--- config.mk ---
export PLATFORM = sky130hd
export DESIGN_NAME = bbs_sequencer
export DESIGN_NICKNAME = d
export VERILOG_FILES = /design/src/core/bbs_pkg.sv /design/src/core/bbs_fade_pwm.sv /design/src/core/bbs_sequencer.sv
export SDC_FILE = /design/constraint.sdc
export NUM_CORES = 1
export LEC_CHECK = 0
export CAP_MARGIN = 20
export CORE_ASPECT_RATIO = 0.8
export CORE_MARGIN = 5
export CORE_UTILIZATION = 25
export CTS_CLUSTER_SIZE = 20
export DETAILED_ROUTE_END_ITERATION = 10
export DONT_BUFFER_PORTS = 1
export PLACE_DENSITY_LB_ADDON = 0.08
export SETUP_SLACK_MARGIN = 0.3
export SYNTH_ARGS = -nofsm -noshare
export SYNTH_HDL_FRONTEND = slang
export SYNTH_SLANG_ARGS = --single-unit
--- constraint.sdc ---
create_clock -name clk -period 12.2 [get_ports clk]
set_input_delay 1.22 -clock clk [delete_from_list [all_inputs] [get_ports clk]]
set_output_delay 1.22 -clock clk [all_outputs]
set_load 0.02 [all_outputs]
--- src/core/bbs_pkg.sv ---
// Package of constants for the bridge bring-up sequencer
package bbs_pkg;
  localparam int unsigned CLK_FREQ_HZ = 100000000;
  // Reset hold time the outside party must meet, in microseconds
  localparam int unsigned RESET_HOLD_US = 1000;
  localparam int unsigned RESET_HOLD_CYCLES = RESET_HOLD_US * (CLK_FREQ_HZ / 1000000);
  // SuperSpeed training timeout, in microseconds
  localparam int unsigned SS_TRAIN_TIMEOUT_US = 360000;
  localparam int unsigned SS_TRAIN_TIMEOUT_CYCLES = SS_TRAIN_TIMEOUT_US * (CLK_FREQ_HZ / 1000000);
  localparam int unsigned FADE_STEP_CYCLES = 4096;
  localparam int unsigned HEARTBEAT_CYCLES = 50000000;
  // Link power indicator codes
  localparam logic [1:0] LPI_U3 = 2'h0;
  localparam logic [1:0] LPI_U2 = 2'h1;
  localparam logic [1:0] LPI_U1 = 2'h2;
  localparam logic [1:0] LPI_U0 = 2'h3;
  localparam logic [1:0] SPEED_NONE = 2'h0;
  localparam logic [1:0] SPEED_GEN1 = 2'h1;
  localparam logic [1:0] SPEED_GEN2 = 2'h2;
  localparam logic ALT_UASP_PRIMARY = 1'b0;
  localparam logic ALT_BOT_SECONDARY = 1'b1;
  localparam int unsigned SIG_WIDTH = 32;
  typedef enum logic [3:0] {
    BBS_RESET, BBS_BOOT_LOAD, BBS_HID_WAIT, BBS_PORT_RESET, BBS_WAIT_SIG,
    BBS_IDENTIFY, BBS_DRIVE_CFG, BBS_WAIT_VBUS, BBS_SS_TRAIN, BBS_SS_UP,
    BBS_HS_UP
  } bbs_state_type;
endpackage : bbs_pkg

--- src/core/bbs_fade_pwm.sv ---
// Triangle-wave brightness PWM used for the suspend fade
`timescale 1ns/1ps
module bbs_fade_pwm #(
  parameter int unsigned WIDTH = 8,
  parameter int unsigned STEP_CYCLES = 4096
) (
  input wire logic clk,
  input wire logic rst_n,
  input wire logic enable,
  output logic pwm_out
);
  initial begin
    if (WIDTH < 2 || WIDTH > 16 || STEP_CYCLES < 1) begin
      $error("bbs_fade_pwm: unsupported parameters");
    end
  end

  logic [WIDTH-1:0] carrier_ff;
  logic [WIDTH-1:0] level_ff;
  logic [31:0] step_ff;
  logic down_ff;
  logic pwm_ff;
  wire step_done = (step_ff == 32'(STEP_CYCLES - 1));
  wire at_top = (level_ff == {WIDTH{1'b1}});
  wire at_bottom = (level_ff == '0);

  always_ff @(posedge clk or negedge rst_n) begin
    if (!rst_n) begin
      carrier_ff <= '0;
      level_ff <= '0;
      step_ff <= 32'h0;
      down_ff <= 1'b0;
      pwm_ff <= 1'b0;
    end else if (!enable) begin
      carrier_ff <= '0;
      level_ff <= '0;
      step_ff <= 32'h0;
      down_ff <= 1'b0;
      pwm_ff <= 1'b0;
    end else begin
      carrier_ff <= carrier_ff + 1'b1;
      pwm_ff <= (carrier_ff < level_ff);
      step_ff <= step_done ? 32'h0 : step_ff + 32'h1;
      if (step_done) begin
        // Turn round at either end so brightness swings up and down
        if (down_ff && at_bottom) down_ff <= 1'b0;
        else if (!down_ff && at_top) down_ff <= 1'b1;
        else level_ff <= down_ff ? level_ff - 1'b1 : level_ff + 1'b1;
      end
    end
  end
  assign pwm_out = pwm_ff;

  off_when_idle_a: assert property (@(posedge clk) disable iff (!rst_n)
    !enable |=> !pwm_out) else $error("fade pwm active while disabled");
endmodule : bbs_fade_pwm

--- src/core/bbs_sequencer.sv ---
// Bridge bring-up sequencer: boot, SATA port bring-up, USB attach, status outputs
`timescale 1ns/1ps
module bbs_sequencer #(
  parameter int unsigned SS_TIMEOUT_CYCLES = bbs_pkg::SS_TRAIN_TIMEOUT_CYCLES,
  parameter int unsigned HEARTBEAT_CYCLES = bbs_pkg::HEARTBEAT_CYCLES,
  parameter int unsigned FADE_STEP_CYCLES = bbs_pkg::FADE_STEP_CYCLES
) (
  input wire logic clk,
  input wire logic resetn,
  input wire logic flash_present,
  input wire logic flash_image_valid,
  input wire logic flash_copy_done,
  output logic flash_copy_start,
  input wire logic hid_fw_loaded,
  output logic hid_enable,
  output logic port_reset,
  input wire logic oob_done,
  input wire logic oob_drive_found,
  input wire logic [1:0] oob_speed,
  input wire logic d2h_fis_valid,
  input wire logic [31:0] d2h_fis_sig,
  output logic [31:0] port_signature,
  output logic identify_start,
  input wire logic identify_done,
  input wire logic identify_ncq,
  output logic ncq_enable,
  output logic [1:0] sata_speed,
  input wire logic vbus_present,
  output logic ss_train_start,
  input wire logic ss_train_ok,
  output logic dp_pullup_en,
  input wire logic [1:0] ss_link_power,
  input wire logic hs_suspend,
  input wire logic set_interface_valid,
  input wire logic set_interface_alt,
  output logic bot_selected,
  input wire logic disk_activity,
  output logic heartbeat_led,
  output logic link_state_ind_bit0,
  output logic link_state_ind_bit1,
  output logic hs_suspend_led,
  output logic hs_connected_led,
  output logic ss_connected_led,
  output logic activity_pwm,
  output logic suspend_fade_pwm
);
  initial begin
    if (SS_TIMEOUT_CYCLES < 2 || HEARTBEAT_CYCLES < 2) begin
      $error("bbs_sequencer: counts too small");
    end
  end

  // ------------------------------------------------------------
  // Reset release
  // ------------------------------------------------------------
  logic rst_s1_ff;
  logic rst_n_ff;
  always_ff @(posedge clk or negedge resetn) begin
    if (!resetn) begin
      rst_s1_ff <= 1'b0;
      rst_n_ff <= 1'b0;
    end else begin
      rst_s1_ff <= 1'b1;
      rst_n_ff <= rst_s1_ff;
    end
  end

  // ------------------------------------------------------------
  // Bring-up state machine
  // ------------------------------------------------------------
  bbs_pkg::bbs_state_type state_ff;
  bbs_pkg::bbs_state_type nxt_state;
  logic [31:0] timer_ff;
  logic sig_seen_ff;
  wire timed_out = (timer_ff == 32'(SS_TIMEOUT_CYCLES - 1));
  wire in_boot = (state_ff == bbs_pkg::BBS_BOOT_LOAD);
  wire flash_ok = flash_present && flash_image_valid;
  wire sig_capture = (state_ff == bbs_pkg::BBS_WAIT_SIG) && d2h_fis_valid && !sig_seen_ff;
  // Attach gate: configuration done, drive detected, VBUS present
  wire attach_ok = (state_ff == bbs_pkg::BBS_WAIT_VBUS) && vbus_present;

  always_comb begin
    nxt_state = state_ff;
    unique case (state_ff)
      bbs_pkg::BBS_RESET: nxt_state = bbs_pkg::BBS_BOOT_LOAD;
      bbs_pkg::BBS_BOOT_LOAD: begin
        if (!flash_ok) nxt_state = bbs_pkg::BBS_HID_WAIT;
        else if (flash_copy_done) nxt_state = bbs_pkg::BBS_PORT_RESET;
      end
      bbs_pkg::BBS_HID_WAIT: begin
        if (hid_fw_loaded) nxt_state = bbs_pkg::BBS_PORT_RESET;
      end
      bbs_pkg::BBS_PORT_RESET: begin
        // No drive keeps the port in reset, unattached, until OOB finds a drive
        if (oob_done && oob_drive_found) nxt_state = bbs_pkg::BBS_WAIT_SIG;
      end
      bbs_pkg::BBS_WAIT_SIG: begin
        if (sig_capture) nxt_state = bbs_pkg::BBS_IDENTIFY;
      end
      bbs_pkg::BBS_IDENTIFY: begin
        if (identify_done) nxt_state = bbs_pkg::BBS_DRIVE_CFG;
      end
      bbs_pkg::BBS_DRIVE_CFG: nxt_state = bbs_pkg::BBS_WAIT_VBUS;
      bbs_pkg::BBS_WAIT_VBUS: begin
        if (attach_ok) nxt_state = bbs_pkg::BBS_SS_TRAIN;
      end
      bbs_pkg::BBS_SS_TRAIN: begin
        if (ss_train_ok) nxt_state = bbs_pkg::BBS_SS_UP;
        else if (timed_out) nxt_state = bbs_pkg::BBS_HS_UP;
      end
      bbs_pkg::BBS_SS_UP: nxt_state = bbs_pkg::BBS_SS_UP;
      bbs_pkg::BBS_HS_UP: nxt_state = bbs_pkg::BBS_HS_UP;
    endcase
    // Losing VBUS drops the link and waits for power again
    if ((state_ff == bbs_pkg::BBS_SS_TRAIN || state_ff == bbs_pkg::BBS_SS_UP ||
         state_ff == bbs_pkg::BBS_HS_UP) && !vbus_present) begin
      nxt_state = bbs_pkg::BBS_WAIT_VBUS;
    end
  end

  always_ff @(posedge clk or negedge rst_n_ff) begin
    if (!rst_n_ff) begin
      state_ff <= bbs_pkg::BBS_RESET;
      timer_ff <= 32'h0;
    end else begin
      state_ff <= nxt_state;
      timer_ff <= (state_ff == bbs_pkg::BBS_SS_TRAIN) ? timer_ff + 32'h1 : 32'h0;
    end
  end

  // ------------------------------------------------------------
  // SATA signature, speed and features
  // ------------------------------------------------------------
  logic [31:0] sig_ff;
  logic [1:0] speed_ff;
  logic ncq_ff;
  logic bot_ff;
  always_ff @(posedge clk or negedge rst_n_ff) begin
    if (!rst_n_ff) begin
      sig_ff <= 32'h0;
      sig_seen_ff <= 1'b0;
      speed_ff <= bbs_pkg::SPEED_NONE;
      ncq_ff <= 1'b0;
      bot_ff <= bbs_pkg::ALT_UASP_PRIMARY;
    end else begin
      if (state_ff == bbs_pkg::BBS_PORT_RESET && oob_done && oob_drive_found) begin
        speed_ff <= oob_speed;
        sig_seen_ff <= 1'b0;
      end
      if (sig_capture) begin
        sig_ff <= d2h_fis_sig;
        sig_seen_ff <= 1'b1;
      end
      if (state_ff == bbs_pkg::BBS_IDENTIFY && identify_done) ncq_ff <= identify_ncq;
      if (state_ff != bbs_pkg::BBS_SS_UP) bot_ff <= bbs_pkg::ALT_UASP_PRIMARY;
      else if (set_interface_valid) bot_ff <= set_interface_alt;
    end
  end

  // ------------------------------------------------------------
  // Outputs and status indicators
  // ------------------------------------------------------------
  wire ss_up = (state_ff == bbs_pkg::BBS_SS_UP);
  wire hs_up = (state_ff == bbs_pkg::BBS_HS_UP);
  wire hs_susp = hs_up && hs_suspend;
  wire [1:0] lpi = ss_up ? ss_link_power : bbs_pkg::LPI_U3;
  wire fade_on = (ss_up && ss_link_power == bbs_pkg::LPI_U3) || hs_susp;

  logic [31:0] hb_cnt_ff;
  logic hb_ff;
  logic [1:0] lpi_ff;
  logic hs_susp_ff;
  logic hs_conn_ff;
  logic ss_conn_ff;
  logic act_ff;
  logic pullup_ff;
  always_ff @(posedge clk or negedge rst_n_ff) begin
    if (!rst_n_ff) begin
      hb_cnt_ff <= 32'h0;
      hb_ff <= 1'b0;
      lpi_ff <= bbs_pkg::LPI_U3;
      hs_susp_ff <= 1'b0;
      hs_conn_ff <= 1'b0;
      ss_conn_ff <= 1'b0;
      act_ff <= 1'b0;
      pullup_ff <= 1'b0;
    end else begin
      hb_cnt_ff <= (hb_cnt_ff == 32'(HEARTBEAT_CYCLES - 1)) ? 32'h0 : hb_cnt_ff + 32'h1;
      if (hb_cnt_ff == 32'(HEARTBEAT_CYCLES - 1)) hb_ff <= !hb_ff;
      lpi_ff <= lpi;
      hs_susp_ff <= hs_susp;
      hs_conn_ff <= hs_up;
      ss_conn_ff <= ss_up;
      act_ff <= disk_activity && (hs_up || ss_up);
      pullup_ff <= (nxt_state == bbs_pkg::BBS_HS_UP);
    end
  end

  bbs_fade_pwm #(
    .WIDTH(8),
    .STEP_CYCLES(FADE_STEP_CYCLES)
  ) u_fade (
    .clk(clk),
    .rst_n(rst_n_ff),
    .enable(fade_on),
    .pwm_out(suspend_fade_pwm)
  );

  assign flash_copy_start = in_boot && flash_ok;
  assign hid_enable = (state_ff == bbs_pkg::BBS_HID_WAIT);
  assign port_reset = (state_ff == bbs_pkg::BBS_PORT_RESET);
  assign identify_start = (state_ff == bbs_pkg::BBS_IDENTIFY);
  assign ss_train_start = (state_ff == bbs_pkg::BBS_SS_TRAIN);
  assign port_signature = sig_ff;
  assign ncq_enable = ncq_ff;
  assign sata_speed = speed_ff;
  assign bot_selected = bot_ff;
  assign dp_pullup_en = pullup_ff;
  assign heartbeat_led = hb_ff;
  assign link_state_ind_bit0 = lpi_ff[0];
  assign link_state_ind_bit1 = lpi_ff[1];
  assign hs_suspend_led = hs_susp_ff;
  assign hs_connected_led = hs_conn_ff;
  assign ss_connected_led = ss_conn_ff;
  assign activity_pwm = act_ff;

  sig_capture_a: assert property (@(posedge clk) disable iff (!rst_n_ff)
    sig_capture |=> port_signature == $past(d2h_fis_sig)) else $error("signature not copied");
  no_early_attach_a: assert property (@(posedge clk) disable iff (!rst_n_ff)
    $rose(ss_train_start) |-> $past(vbus_present))
    else $error("attach without vbus");
  pullup_fallback_a: assert property (@(posedge clk) disable iff (!rst_n_ff)
    (ss_train_start && timed_out && !ss_train_ok && vbus_present) |=> dp_pullup_en)
    else $error("no pull-up after timeout");
  no_ss_pullup_a: assert property (@(posedge clk) disable iff (!rst_n_ff)
    ss_up |=> !dp_pullup_en) else $error("pull-up at superspeed");
  lpi_code_a: assert property (@(posedge clk) disable iff (!rst_n_ff)
    !ss_up |=> {link_state_ind_bit1, link_state_ind_bit0} == bbs_pkg::LPI_U3)
    else $error("indicator not default");
  hid_fallback_a: assert property (@(posedge clk) disable iff (!rst_n_ff)
    (in_boot && !flash_ok) |=> hid_enable) else $error("no hid fallback");
  bot_default_a: assert property (@(posedge clk) disable iff (!rst_n_ff)
    $rose(ss_up) |-> !bot_selected) else $error("bot default at attach");
  ncq_latch_a: assert property (@(posedge clk) disable iff (!rst_n_ff)
    (identify_start && identify_done) |=> ncq_enable == $past(identify_ncq))
    else $error("features not applied");
  reset_state_a: assert property (@(posedge clk)
    !rst_n_ff |-> !port_reset && !hid_enable && !dp_pullup_en) else $error("active in reset");
  ss_led_a: assert property (@(posedge clk) disable iff (!rst_n_ff)
    ss_up |=> ss_connected_led) else $error("ss led missing");
endmodule : bbs_sequencer

After elaboration in Yosys (flattened, before gate mapping)
Cells that the tools add are included.
{"block": "op_classes", "add_sub_neg": 6, "n_eq_ne": 20, "muxes": 31, "reduce_logical": 30, "n_lt_le_gt_ge": 1}
{"operator": "two-way mux 32 bit", "n": 4}
{"operator": "adder 32 x 1 -> 32 bit (second input constant)", "n": 3}
{"operator": "equality test 32 x 26 -> 1 bit (second input constant)", "n": 2}
{"operator": "two-way mux 8 bit", "n": 6}
{"operator": "one-hot mux 4 bit (11 select lines)", "n": 1}
{"operator": "two-way mux 4 bit", "n": 10}
{"operator": "equality test 32 x 12 -> 1 bit (second input constant)", "n": 1}
{"operator": "adder 8 x 1 -> 8 bit (second input constant)", "n": 2}
{"operator": "equality test 4 x 3 -> 1 bit (second input constant)", "n": 4}
{"operator": "equality test 4 bit (second input constant)", "n": 4}
{"operator": "logical AND 1 bit", "n": 15}
{"operator": "two-way mux 1 bit", "n": 9}
{"operator": "equality test 4 x 2 -> 1 bit (second input constant)", "n": 2}
{"operator": "equality test 8 bit (second input constant)", "n": 1}
{"operator": "logical NOT 8 bit", "n": 1}
{"operator": "< comparator 8 bit", "n": 1}
{"operator": "subtractor 8 x 1 -> 8 bit (second input constant)", "n": 1}
{"operator": "!= test 2 bit (second input constant)", "n": 3}
{"operator": "equality test 4 x 1 -> 1 bit (second input constant)", "n": 1}
{"operator": "logical NOT 1 bit", "n": 4}
{"operator": "logical NOT 4 bit", "n": 1}
{"operator": "logical OR 1 bit", "n": 4}
{"operator": "!= test 4 bit (second input constant)", "n": 1}
{"operator": "nonzero test 2 bit", "n": 2}
{"operator": "5 further kinds", "n": 5}
{"block": "word_totals", "output_inout_bits": 50, "reg_bits": 165, "inputBits": 53, "word_cells": 110}

Depth between registers and ports, before layout
Gate-level depths: netlist of run 1.
{"block": "depth", "word_depth": 7, "depth_mapped": 9, "depth_no_buf": 7}

Cells and area by module
Synthesis of run 1 repeated with hierarchy kept, for this count alone.
{"block": "unflattened", "cells_unflattened": 770, "area_unflattened_um2": 8117.8}
{"module": "bbs_sequencer", "seq_area_each_um2": 2877.8, "area_each_um2": 5327.6, "cells_each": 488, "instances": 1}
{"module": "bbs_fade_pwm", "seq_area_each_um2": 1251.2, "area_each_um2": 2790.2, "cells_each": 282, "instances": 1}

Worst setup path before layout of run 1
Ideal clock, no wire load.
{"block": "synth_path", "path_kind": "input-to-output", "startpoint": "in flash_present", "endpoint": "out flash_copy_start", "required_time_ps": 10980, "path_buffers": 0, "stages": 2, "slack_ps": 9032, "arrival_time_ps": 1948, "cell_sequence": "nand2_1 -> nor4_1"}
{"block": "synth_between", "elab_chain_len": 2}
{"item": "start, declared", "line": "bbs_sequencer.sv:10", "source": "input wire logic flash_present,"}
{"item": "logical AND 1 bit", "line": "bbs_sequencer.sv:77", "source": "wire flash_ok = flash_present && flash_image_valid;"}
{"item": "logical AND 1 bit", "line": "bbs_sequencer.sv:209", "source": "assign flash_copy_start = in_boot && flash_ok;"}
{"item": "end, declared", "line": "bbs_sequencer.sv:13", "source": "output logic flash_copy_start,"}
No other way between the ends.

Worst setup path in the final report of run 1
{"block": "layout_path", "startpoint": "reg state_ff[3]", "endpoint": "out ss_train_start"}
{"block": "layout_between", "elab_chain_len": 1}
{"item": "start, declared", "line": "bbs_sequencer.sv:71", "source": "bbs_pkg::bbs_state_type state_ff;"}
{"item": "start signal, assigned", "line": "bbs_sequencer.sv:123", "source": "state_ff <= bbs_pkg::BBS_RESET;"}
{"item": "start signal, assigned", "line": "bbs_sequencer.sv:126", "source": "state_ff <= nxt_state;"}
{"item": "equality test 4 bit", "line": "bbs_sequencer.sv:213", "source": "assign ss_train_start = (state_ff == bbs_pkg::BBS_SS_TRAIN);"}
{"item": "end, declared", "line": "bbs_sequencer.sv:29", "source": "output logic ss_train_start,"}
No other way between the ends.

==> results of run 1 <==
==> worst max-delay path, delay by kind of cell, from the launching register on <==
family	cells	cell delay (ps)
AND/OR/NAND/NOR	1	740
flip-flops	1	660
buffers and inverters	1	260
==> layer usage <==
layer  wire, um  part of all wire, %  up-vias
li1           -                    -     2584
met2       8340                   45       86
met5          0                    0        -
met3        972                  5.3       16
met1       8890                   48     2597
met4        238                  1.3        0
==> cells by family (layout without fill, tap and decap cells) <==
logic type | Yosys count | after routing | share of synthesized area, %
adder cells (fa/ha/maj) | 18 | 18 | 2.94
buffers and inverters | 39 | 53 | 2.13
AO/OA/AOI/OAI | 34 | 34 | 2.58
other | 1 | 1 | 0.0474
AND/OR/NAND/NOR | 356 | 356 | 23.0
flip-flops | 165 | 165 | 52.2
multiplexers | 42 | 42 | 5.88
XOR/XNOR | 102 | 102 | 11.3
==> state kept, by name, indices dropped and copies added (netlist names), 2 cells and up <==
| name | count |
|---|---|
| u_fade.carrier_ff | 8 |
| u_fade.step_ff | 32 |
| timer_ff | 32 |
| port_signature | 32 |
| lpi_ff | 2 |
| state_ff | 4 |
| sata_speed | 2 |
| u_fade.level_ff | 8 |
| hb_cnt_ff | 32 |
==> cells in the mapped netlist, types with 2 or more instances <==
cell type / n
nand4_1: 17
nand3_1: 52
or4_1: 2
a21oi_1: 13
o31ai_1: 2
buf_2: 6
ha_1: 17
nor4_2: 2
and4_1: 7
inv_1: 17
o211ai_1: 2
nor4bb_1: 3
xnor2_1: 44
nor2b_1: 9
mux2_2: 36
clkbuf_1: 13
xor2_1: 58
or3_1: 3
or2_2: 2
a211oi_1: 2
nand2b_1: 5
and2_1: 8
and3_1: 23
nor4_1: 18
buf_6: 2
nand2_1: 56
dfrtp_1: 165
o21ai_0: 8
nor2_1: 120
nor3_1: 15
nor3_2: 3
mux2i_1: 6
==> power groups by stage <==
stage	logic, mW	registers, mW	clock network, mW
2_1_floorplan	0.127	0.735	0
3_5_place_dp	0.151	0.763	0
6_report	0.145	0.754	0.552
4_1_cts	0.150	0.756	0.573
3_3_place_gp	0.147	0.766	0
5_1_grt	0.163	0.764	0.592
==> cell type report <==
type | instances | share of cell area [%]
timing repair buffer | 6 | 0.543
inverter | 17 | 0.710
sequential | 165 | 46.0
clock inverter | 8 | 1.39
clock buffer | 22 | 5.17
multi-input combinational | 553 | 40.3
tap | 420 | 5.85
==> worst max path at each step <==
stage                     depth (start not counted)                  start  slack, ps                     end
after floorplan                                   0     rst_n_ff$_DFF_PN0_       7260  activity_pwm$_DFF_PN0_
after global placement                            2          flash_present       8930        flash_copy_start
after detailed placement                          2          flash_present       8930        flash_copy_start
after CTS                                         2  state_ff[3]$_DFF_PN0_       8840          ss_train_start
after global routing                              2  state_ff[3]$_DFF_PN0_       8760          ss_train_start
final                                             2  state_ff[3]$_DFF_PN0_       8880          ss_train_start
==> summary.txt, run 1 <==
Final hold violation count = 0
Core Footprint = 31,400 um^2
Syn Inst Count = 757
Cell Int Power = 1.01 mW
Cell chain of the critical path = or4b_4 > inv_1
Mapped Area = 7920 um^2
Top post-synthesis cells by area = dfrtp_1 (52%), xor2_1 (6.4%), nor2_1 (5.7%)
P per Cell Area = 161 nW/um^2
WL final = 18,400 um
Yosys top cell by area = dfrtp_1
Via count = 5,283
Setup total negative slack = 0 ps
CTS H-tree depth = 4
RD Place Congestion = 0.701
Clk pin slew, worst setup/hold paths = 60 ps
CP Capture Type = output pin
Peak VDD IR = 0.000102 V
Pre-antenna DRT Iters = 4
Clock skew = 7.42 ps
Syn nets = 828
Hold_ws = 319 ps
Latest clock arrival within the worst-skew pair = 430 ps
Leak pwr = 3.80 nW
Sw Pwr = 0.437 mW
Placed cell count = 1,160
Post-synth EDFFs = 0
Place WS = 8930 ps
Reg power frac = 52.0%
Area after DPL = 8380 um^2
Final std cells w/o fill = 1,191
Die Ht = 169 um
Clock root cell = clkbuf_16
RSZ-0062 raised after global routing = false
Max Clk Rate = 301 MHz
Register Area = 4130 um^2
Clock sinks = 165
Pwr Total = 1.45 mW
CP Max Fanout = 33
Final setup margin = 8880 ps
Post-synth ARST share = 100%
Number of hold buffers added after CTS = 0
Post-DR vias/cell = 4.44
Syn avg cell area = 10.5 um^2
FF-to-FF End = u_fade.step_ff[6]$_DFF_PN0_
Cts repair resizes = 0
Slowest stage delay, CP = 740 ps
R2r setup slk = 9560 ps
Arrival time at the worst endpoint = 2100 ps
Cts bufs inserted = 17
Sw frac = 30.1%
GRT Overall Usage = 10.7%
Max clock buf depth = 2
Layout overhead on the synthesized area = 13.5%
Worst Tran Pin Value = 857 ps
Met3 usage = 3.47%
Setup violators final = 0
Max-slew headroom = 42.5%
#FFs+latches synth = 165
Cell Rows = 58
CP max stage cell = or4b_4
Detail Placement HPWL = 13,000 um
Status = completed
Finished Core Util = 28.7%
Nets = 831
Inserted Diodes = 0
Synth warn = 0
Top-area cell type share of the netlist area = 52.2%
DRT iter0 DRCs = 215
Maximum number of pins on one net before global-route repair = 63
Synth unique cells = 53
Count of input and output buffers = 0
Primary FF master, synth = dfrtp_1
Routed Antenna Nets = 0
Global-route layer with the greatest usage = met2
Vias in the first global route = 5,459
Share of cells above drive strength 1 = 10.9%
Sequential share of the synthesized area = 52.2%
CP Launch Type = flip-flop
Met2 Use GR = 16.7%
M1 GR Usage = 14.1%
Setup Buffers After CTS = 0
Final min period = 3320 ps
Logic pwr share = 10.0%
Setup CP Type = reg -> out
Tcrit/Tclk final = 27.2%
R2R depth = 7
Reg2reg start = state_ff[1]$_DFF_PN0_
Initial antenna violation count = 1
CTS tree = yes
Critical Path RT = 10,980 ps
Commonest non-fill, non-tap cell in the layout = dfrtp_1
Max-cap violation count = 0
First-pass GRT wire length = 30,000 um
Number of placed I/O pins = 103
Commonest non-fill, non-tap cells in the layout = dfrtp_1 (164), nor2_1 (120), xor2_1 (58)
Clk pwr share = 38.0%
Area of the multi-input gates = 3620 um^2
Die span in x = 209 um
GRT overflow = 0
Die ar. = 35,300 um^2
Fillers = 3,332
Worst hold path type = reg -> async
Wire per inst = 15.5 um
Design area = 8980 um^2
Max Slew Vio Count = 0
Drt drc = 0
Initial core utilization = 25.3%
Note: power is estimated with default switching activity, not from simulation.
==> inputs of run 2 (changes only) <==
--- a/config.mk
+++ b/config.mk
@@ -5,6 +5,7 @@
 export SDC_FILE = /design/constraint.sdc
 export NUM_CORES = 1
 export LEC_CHECK = 0
+export ABC_AREA = 1
 export CAP_MARGIN = 20
 export CORE_ASPECT_RATIO = 0.8
 export CORE_MARGIN = 5
==> constraint.sdc (replaced) <==
create_clock -name clk -period 2.8 [get_ports clk]
set_input_delay 0.28 -clock clk [delete_from_list [all_inputs] [get_ports clk]]
set_output_delay 0.28 -clock clk [all_outputs]
set_load 0.02 [all_outputs]
==> run 2 against run 1 <==
Effect of this change:
- global-route usage up 3.2 points
- via count is 50% higher
- non-clock buffer count is 43 higher
- sequential power rose to 4.2 times the previous value
- first-iteration DRC count up 140%
- synthesized area is 16% higher
- largest power group unchanged
==> summary.txt, run 2 <==
RSZ-0062 raised after global routing = false
Setup violators final = 0
WHS Endpoint = state_ff[0]$_DFF_PN0_
R2r setup slk = 730 ps
Tcrit/Tclk final = 73.9%
Yosys top cell by area = dfrtp_1
Syn Inst Count = 1,290
First-pass GRT wire length = 44,700 um
Die ar. = 40,800 um^2
Latest clock arrival within the worst-skew pair = 460 ps
Final min period = 2070 ps
Crit-path leading delay family = simple AND/OR/NAND/NOR gates
Cell chain of the critical path = ha_1 > nand3_2 > inv_2 > nand2_2 > inv_2 > nand2_2 > o21ai_4 > nand2_2 > nand2_1 > nand2_1
Leak pwr = 4.92 nW
Top-area cell type share of the netlist area = 44.9%
Max Used Layer = met4
Sw Pwr = 2.17 mW
Clock root cell = clkbuf_16
Nets = 1,416
Setup Buffers After CTS = 0
Worst Tran Pin Value = 599 ps
Max-cap violation count = 0
Hold path cells = 2
Setup CP Type = reg -> reg
Number of hold buffers added after CTS = 41
Initial core utilization = 25.5%
Layout overhead on the synthesized area = 17.7%
Wire per inst = 15.0 um
Clock skew = 15.7 ps
Post-synth top cells = nand2_1 (430), nor2_1 (233), dfrtp_1 (165)
Post-synth ARST share = 100%
Hold Startpoint = ss_train_ok
Max-slew headroom = 59.9%
Max Clk Rate = 484 MHz
Worst hold path type = in -> reg
CTS H-tree depth = 4
Die Ht = 182 um
Initial antenna violation count = 1
Die span in x = 224 um
Sequential share of the synthesized area = 44.9%
Setup total negative slack = 0 ps
Commonest non-fill, non-tap cells in the layout = nand2_1 (430), nor2_1 (233), dfrtp_1 (164)
Syn avg cell area = 7.13 um^2
Vias in the first global route = 7,972
Inserted Diodes = 0
Final std cells w/o fill = 1,838
Commonest non-fill, non-tap cell in the layout = nand2_1
CP max stage cell = dfrtp_1
CP Launch Type = flip-flop
DRT iter0 DRCs = 523
Post-synth EDFFs = 0
Drt drc = 0
Crit path buffers/inverters = 2
Via count = 7,904
#FFs+latches synth = 165
Count of input and output buffers = 0
Pwr Total = 6.23 mW
Number of placed I/O pins = 103
Register Area = 4130 um^2
Area of the multi-input gates = 4380 um^2
Cts repair resizes = 0
Maximum number of pins on one net before global-route repair = 73
GRT overflow = 0
Mapped Area = 9200 um^2
Detail Placement HPWL = 21,000 um
Share of cells above drive strength 1 = 5.67%
Logic pwr share = 10.7%
Core Footprint = 36,100 um^2
Slowest stage delay, CP = 440 ps
CTS tree = yes
Dominant cell by count in the synthesized netlist = nand2_1
CP Max Fanout = 8
Top post-synthesis cells by area = dfrtp_1 (45%), nand2_1 (18%), nor2_1 (9.5%)
Max Slew Vio Count = 0
Cts bufs inserted = 17
CP most frequent cell = nand2_2
Synth warn = 0
DR WL met3 = 1510 um
Post-DR vias/cell = 4.30
Routed Antenna Nets = 0
Pre-antenna DRT Iters = 5
Arrival time at the worst endpoint = 2410 ps
GRT Overall Usage = 13.9%
Hold_ws = 42.6 ps
FF-to-FF End = u_fade.level_ff[5]$_DFFE_PN0P_
Max clock buf depth = 2
Fillers = 3,996
Reg power frac = 50.2%
P per Cell Area = 575 nW/um^2
CP Capture Type = flip-flop
Clock sinks = 165
Placed cell count = 1,764
Synth unique cells = 36
Syn nets = 1,361
Clk pin slew, worst setup/hold paths = 90 ps
Primary FF master, synth = dfrtp_1
WL met2 = 11,500 um
Critical Path RT = 3140 ps
Peak VDD IR = 0.000371 V
Reg2reg start = u_fade.step_ff[0]$_DFF_PN0_
Finished Core Util = 30.0%
Status = completed
RD Place Congestion = 0.841
Final hold violation count = 0
Cell Int Power = 4.06 mW
Clk pwr share = 39.1%
Wl on met1 = 14,200 um
Cell Rows = 62
Sw frac = 34.8%
R2R depth = 10
WL final = 27,500 um
run 2: changes by cell type after synthesis, moves of 21 or more:
cell	delta
inv_1	+137
mux2_2	-35
nand2_1	+374
nand3_1	+21
nor2_1	+113
nor3_1	+31
xnor2_1	-36
xor2_1	-27
run 2: area by class of cell:
cell class	instances	share of cell area (%)
Clock buffer	17	3.93
Clock inverter	15	1.64
Inverter	165	5.72
Multi-Input combinational cell	947	40.4
Sequential cell	165	38.1
Tap cell	480	5.54
Timing Repair Buffer	49	4.60
run 2: power groups by stage:
stage	clock network [mW]	logic [mW]	registers (mW)
floorplan	0	0.449	3.11
global placement	0	0.635	3.19
detailed placement	0	0.646	3.17
CTS	2.52	0.684	3.14
global route	2.62	0.775	3.17
finish	2.44	0.667	3.13
run 2: cell families after synthesis:
group | after synthesis | share of synthesized area, %
adders and majority gates | 18 | 2.53
muxes | 2 | 0.231
buffers and inverters | 178 | 7.60
and+or+nand+nor | 841 | 38.2
DFF | 165 | 44.9
AOI/OAI and AO/OA | 46 | 2.86
other | 1 | 0.0408
xor gates and xnor gates | 39 | 3.71
run 2: worst max path at each step:
stage	from	to	slack, ps	depth (start not counted)
2_1_floorplan	rst_n_ff$_DFF_PN0_	activity_pwm$_DFF_PN0_	1090	0
3_3_place_gp	u_fade.step_ff[0]$_DFF_PN0_	u_fade.level_ff[4]$_DFFE_PN0P_	810	10
3_5_place_dp	u_fade.step_ff[0]$_DFF_PN0_	u_fade.level_ff[5]$_DFFE_PN0P_	770	10
4_1_cts	state_ff[3]$_DFF_PN0_	flash_copy_start	650	3
5_1_grt	state_ff[3]$_DFF_PN0_	flash_copy_start	530	3
6_report	u_fade.step_ff[0]$_DFF_PN0_	u_fade.level_ff[5]$_DFFE_PN0P_	730	10
run 2: worst reg2reg max path, delay by kind of cell (launching register included):
family	cells	cell delay, ps
AOI/OAI and AO/OA	1	290
adders and majority gates	1	300
buffers and inverters	2	220
DFF	1	440
and+or+nand+nor	6	680
run 2: per-layer routing:
layer | vias to the layer above | GRT usage (%)
met5 | - | 0
met3 | 19 | 3.50
met2 | 169 | 20.4
met4 | 0 | 3.21
li1 | 4108 | -
met1 | 3608 | 20.5
run 2: per-stage QoR:
step	instance area, um^2	setup WS (ps)
2_1_floorplan	9210	1090
3_3_place_gp	9810	806
3_5_place_dp	9810	771
4_1_cts	10800	650
5_1_grt	10800	534
6_report	10800	732
==> inputs of run 3 (changes only) <==
==> constraint.sdc (replaced) <==
create_clock -name clk -period 2.1 [get_ports clk]
set_input_delay 0.21 -clock clk [delete_from_list [all_inputs] [get_ports clk]]
set_output_delay 0.21 -clock clk [all_outputs]
set_load 0.02 [all_outputs]
==> run 3 against run 2 <==
Effect of this change:
- routed wire length rose by 0.92%
- final cell count increased by 1.1%
- global-route usage hardly changed
- utilization up 0.63 points
- sequential power grew 33%
- cell area rose by 2.1%
- critical path depth is 7 lower
- total power increased by 34%
- sequential cell count unchanged
- first-iteration DRC count fell by 16%
- worst setup slack got worse by 370 ps
- critical path type is now reg -> out
- largest power group unchanged
==> summary.txt, run 3 (same netlist as run 2, synthesis figures left out) <==
Cell Int Power = 5.46 mW
P per Cell Area = 752 nW/um^2
Setup violators final = 0
Latest clock arrival within the worst-skew pair = 460 ps
CTS tree = yes
CP Capture Type = output pin
R2R depth = 9
Number of placed I/O pins = 103
Peak VDD IR = 0.000519 V
Commonest non-fill, non-tap cell in the layout = nand2_1
Sw Pwr = 2.86 mW
Setup total negative slack = 0 ps
Hold_ws = 38.2 ps
FF-to-FF End = u_fade.step_ff[30]$_DFF_PN0_
GRT Overall Usage = 13.9%
Max clock buf depth = 2
Design area = 11,100 um^2
Detail Placement HPWL = 21,600 um
Crit path to = flash_copy_start
Place WS = 229 ps
CP Max Fanout = 3
Reg power frac = 50.1%
Commonest non-fill, non-tap cells in the layout = nand2_1 (426), nor2_1 (229), dfrtp_1 (160)
Die Ht = 182 um
Leak pwr = 4.98 nW
Initial core utilization = 25.5%
Setup CP Type = reg -> out
Area after DPL = 9910 um^2
GRT overflow = 0
Nets = 1,436
Clock root cell = clkbuf_16
Vias in the first global route = 8,023
Sw frac = 34.4%
RD Place Congestion = 0.818
Layout overhead on the synthesized area = 20.2%
Fillers = 4,044
Worst hold path type = in -> reg
CTS H-tree depth = 4
WL final = 27,800 um
Core Footprint = 36,100 um^2
Slowest stage delay, CP = 430 ps
Die ar. = 40,800 um^2
CP Launch Type = flip-flop
RSZ-0062 raised after global routing = true
Wire per inst = 15.0 um
Logic pwr share = 11.8%
Status = completed
Initial antenna violation count = 0
Max-slew headroom = 63.9%
Post-DR vias/cell = 4.33
Die span in x = 224 um
Max Slew Vio Count = 0
First-pass GRT wire length = 45,000 um
Max-cap violation count = 0
Maximum number of pins on one net before global-route repair = 58
Clock skew = 19.5 ps
Cts bufs inserted = 17
Final min period = 1740 ps
Routed Antenna Nets = 0
Arrival time at the worst endpoint = 1530 ps
Count of input and output buffers = 0
Share of cells above drive strength 1 = 8.35%
Clock sinks = 165
Via count = 8,036
Max Clk Rate = 576 MHz
Cell chain of the critical path = nor2_2 > nand3_2 > nor2_4
Final hold violation count = 0
Clk pin slew, worst setup/hold paths = 70 ps
Critical path launch point = state_ff[3]$_DFF_PN0_
CP max stage cell = dfrtp_1
Pre-antenna DRT Iters = 6
Worst Tran Pin Value = 541 ps
Critical Path RT = 1890 ps
DRT iter0 DRCs = 440
Reg2reg start = u_fade.step_ff[1]$_DFF_PN0_
Final setup margin = 365 ps
Tcrit/Tclk final = 82.6%
Drt drc = 0
Clk pwr share = 38.1%
Cell Rows = 62
Inserted Diodes = 0
R2r setup slk = 410 ps
==> run 3: cell types whose count changed in the layout (fill, tap and decap cells not counted), sizes merged <==
cell / change
clkbuf: +1
clkinv: -2
clkinvlp: +2
dlygate4sd3: +3
buf: +16
==> run 3: how the worst min path moves through the flow <==
stage	startpoint	endpoint	slack [ps]	cells after the start
floorplan	resetn	rst_s1_ff$_DFF_PN0_	-90	0
global placement	resetn	rst_s1_ff$_DFF_PN0_	-90	0
detailed placement	resetn	rst_s1_ff$_DFF_PN0_	-90	0
CTS	vbus_present	state_ff[2]$_DFF_PN0_	10	3
global route	identify_done	ncq_enable$_DFFE_PN0P_	60	2
finish	vbus_present	state_ff[2]$_DFF_PN0_	40	3
==> run 3: metrics by stage <==
step / power, mW / utilization (%) / instances
2_1_floorplan: 4.75 / - / 1290
3_3_place_gp: 5.11 / 27.4 / 1777
6_report: 8.32 / 30.6 / 1858
4_1_cts: 8.43 / 30.4 / 1855
5_1_grt: 8.78 / 30.6 / 1858
3_5_place_dp: 5.10 / 27.4 / 1777
==> run 3: metal layers <==
layer / global-route usage, % / wire [um]
met1: 20.4 / 14300
met2: 20.1 / 11600
met3: 4.07 / 1540
met4: 3.21 / 403
met5: 0 / 0
==> run 3: area by class of cell <==
| cell class | count | area (um^2) | share of cell area, % |
|---|---|---|---|
| multi-input combinational | 947 | 4450 | 40.2 |
| sequential | 165 | 4140 | 37.4 |
| inverter | 165 | 626 | 5.66 |
| clock inverter | 15 | 159 | 1.44 |
| clock buffer | 17 | 425 | 3.85 |
| tap | 480 | 601 | 5.43 |
| timing repair buffer | 69 | 667 | 6.03 |
==> run 3: worst max-delay path, delay by kind of cell (launching register included) <==
| family | cells | cell delay [ps] |
|---|---|---|
| flops | 1 | 430 |
| simple gates | 3 | 650 |
==> run 3: what timing repair did <==
action / CTS / global route
endpoints found under the hold margin: 46 / 0
pin swaps: 0 / 3
gates resized for setup: 9 / 21
setup endpoints to repair: 37 / 74
buffers inserted: 1 / 3
hold buffers: 45 / 0
==> run 3: power groups by stage <==
stage                     Clock (mW)  Sequential (mW)  Combinational [mW]
after CTS                       3.30             4.17               0.964
after global routing            3.44             4.22                1.11
after global placement             0             4.24               0.868
final                           3.17             4.17               0.978
after floorplan                    0             4.15               0.598
after detailed placement           0             4.22               0.876
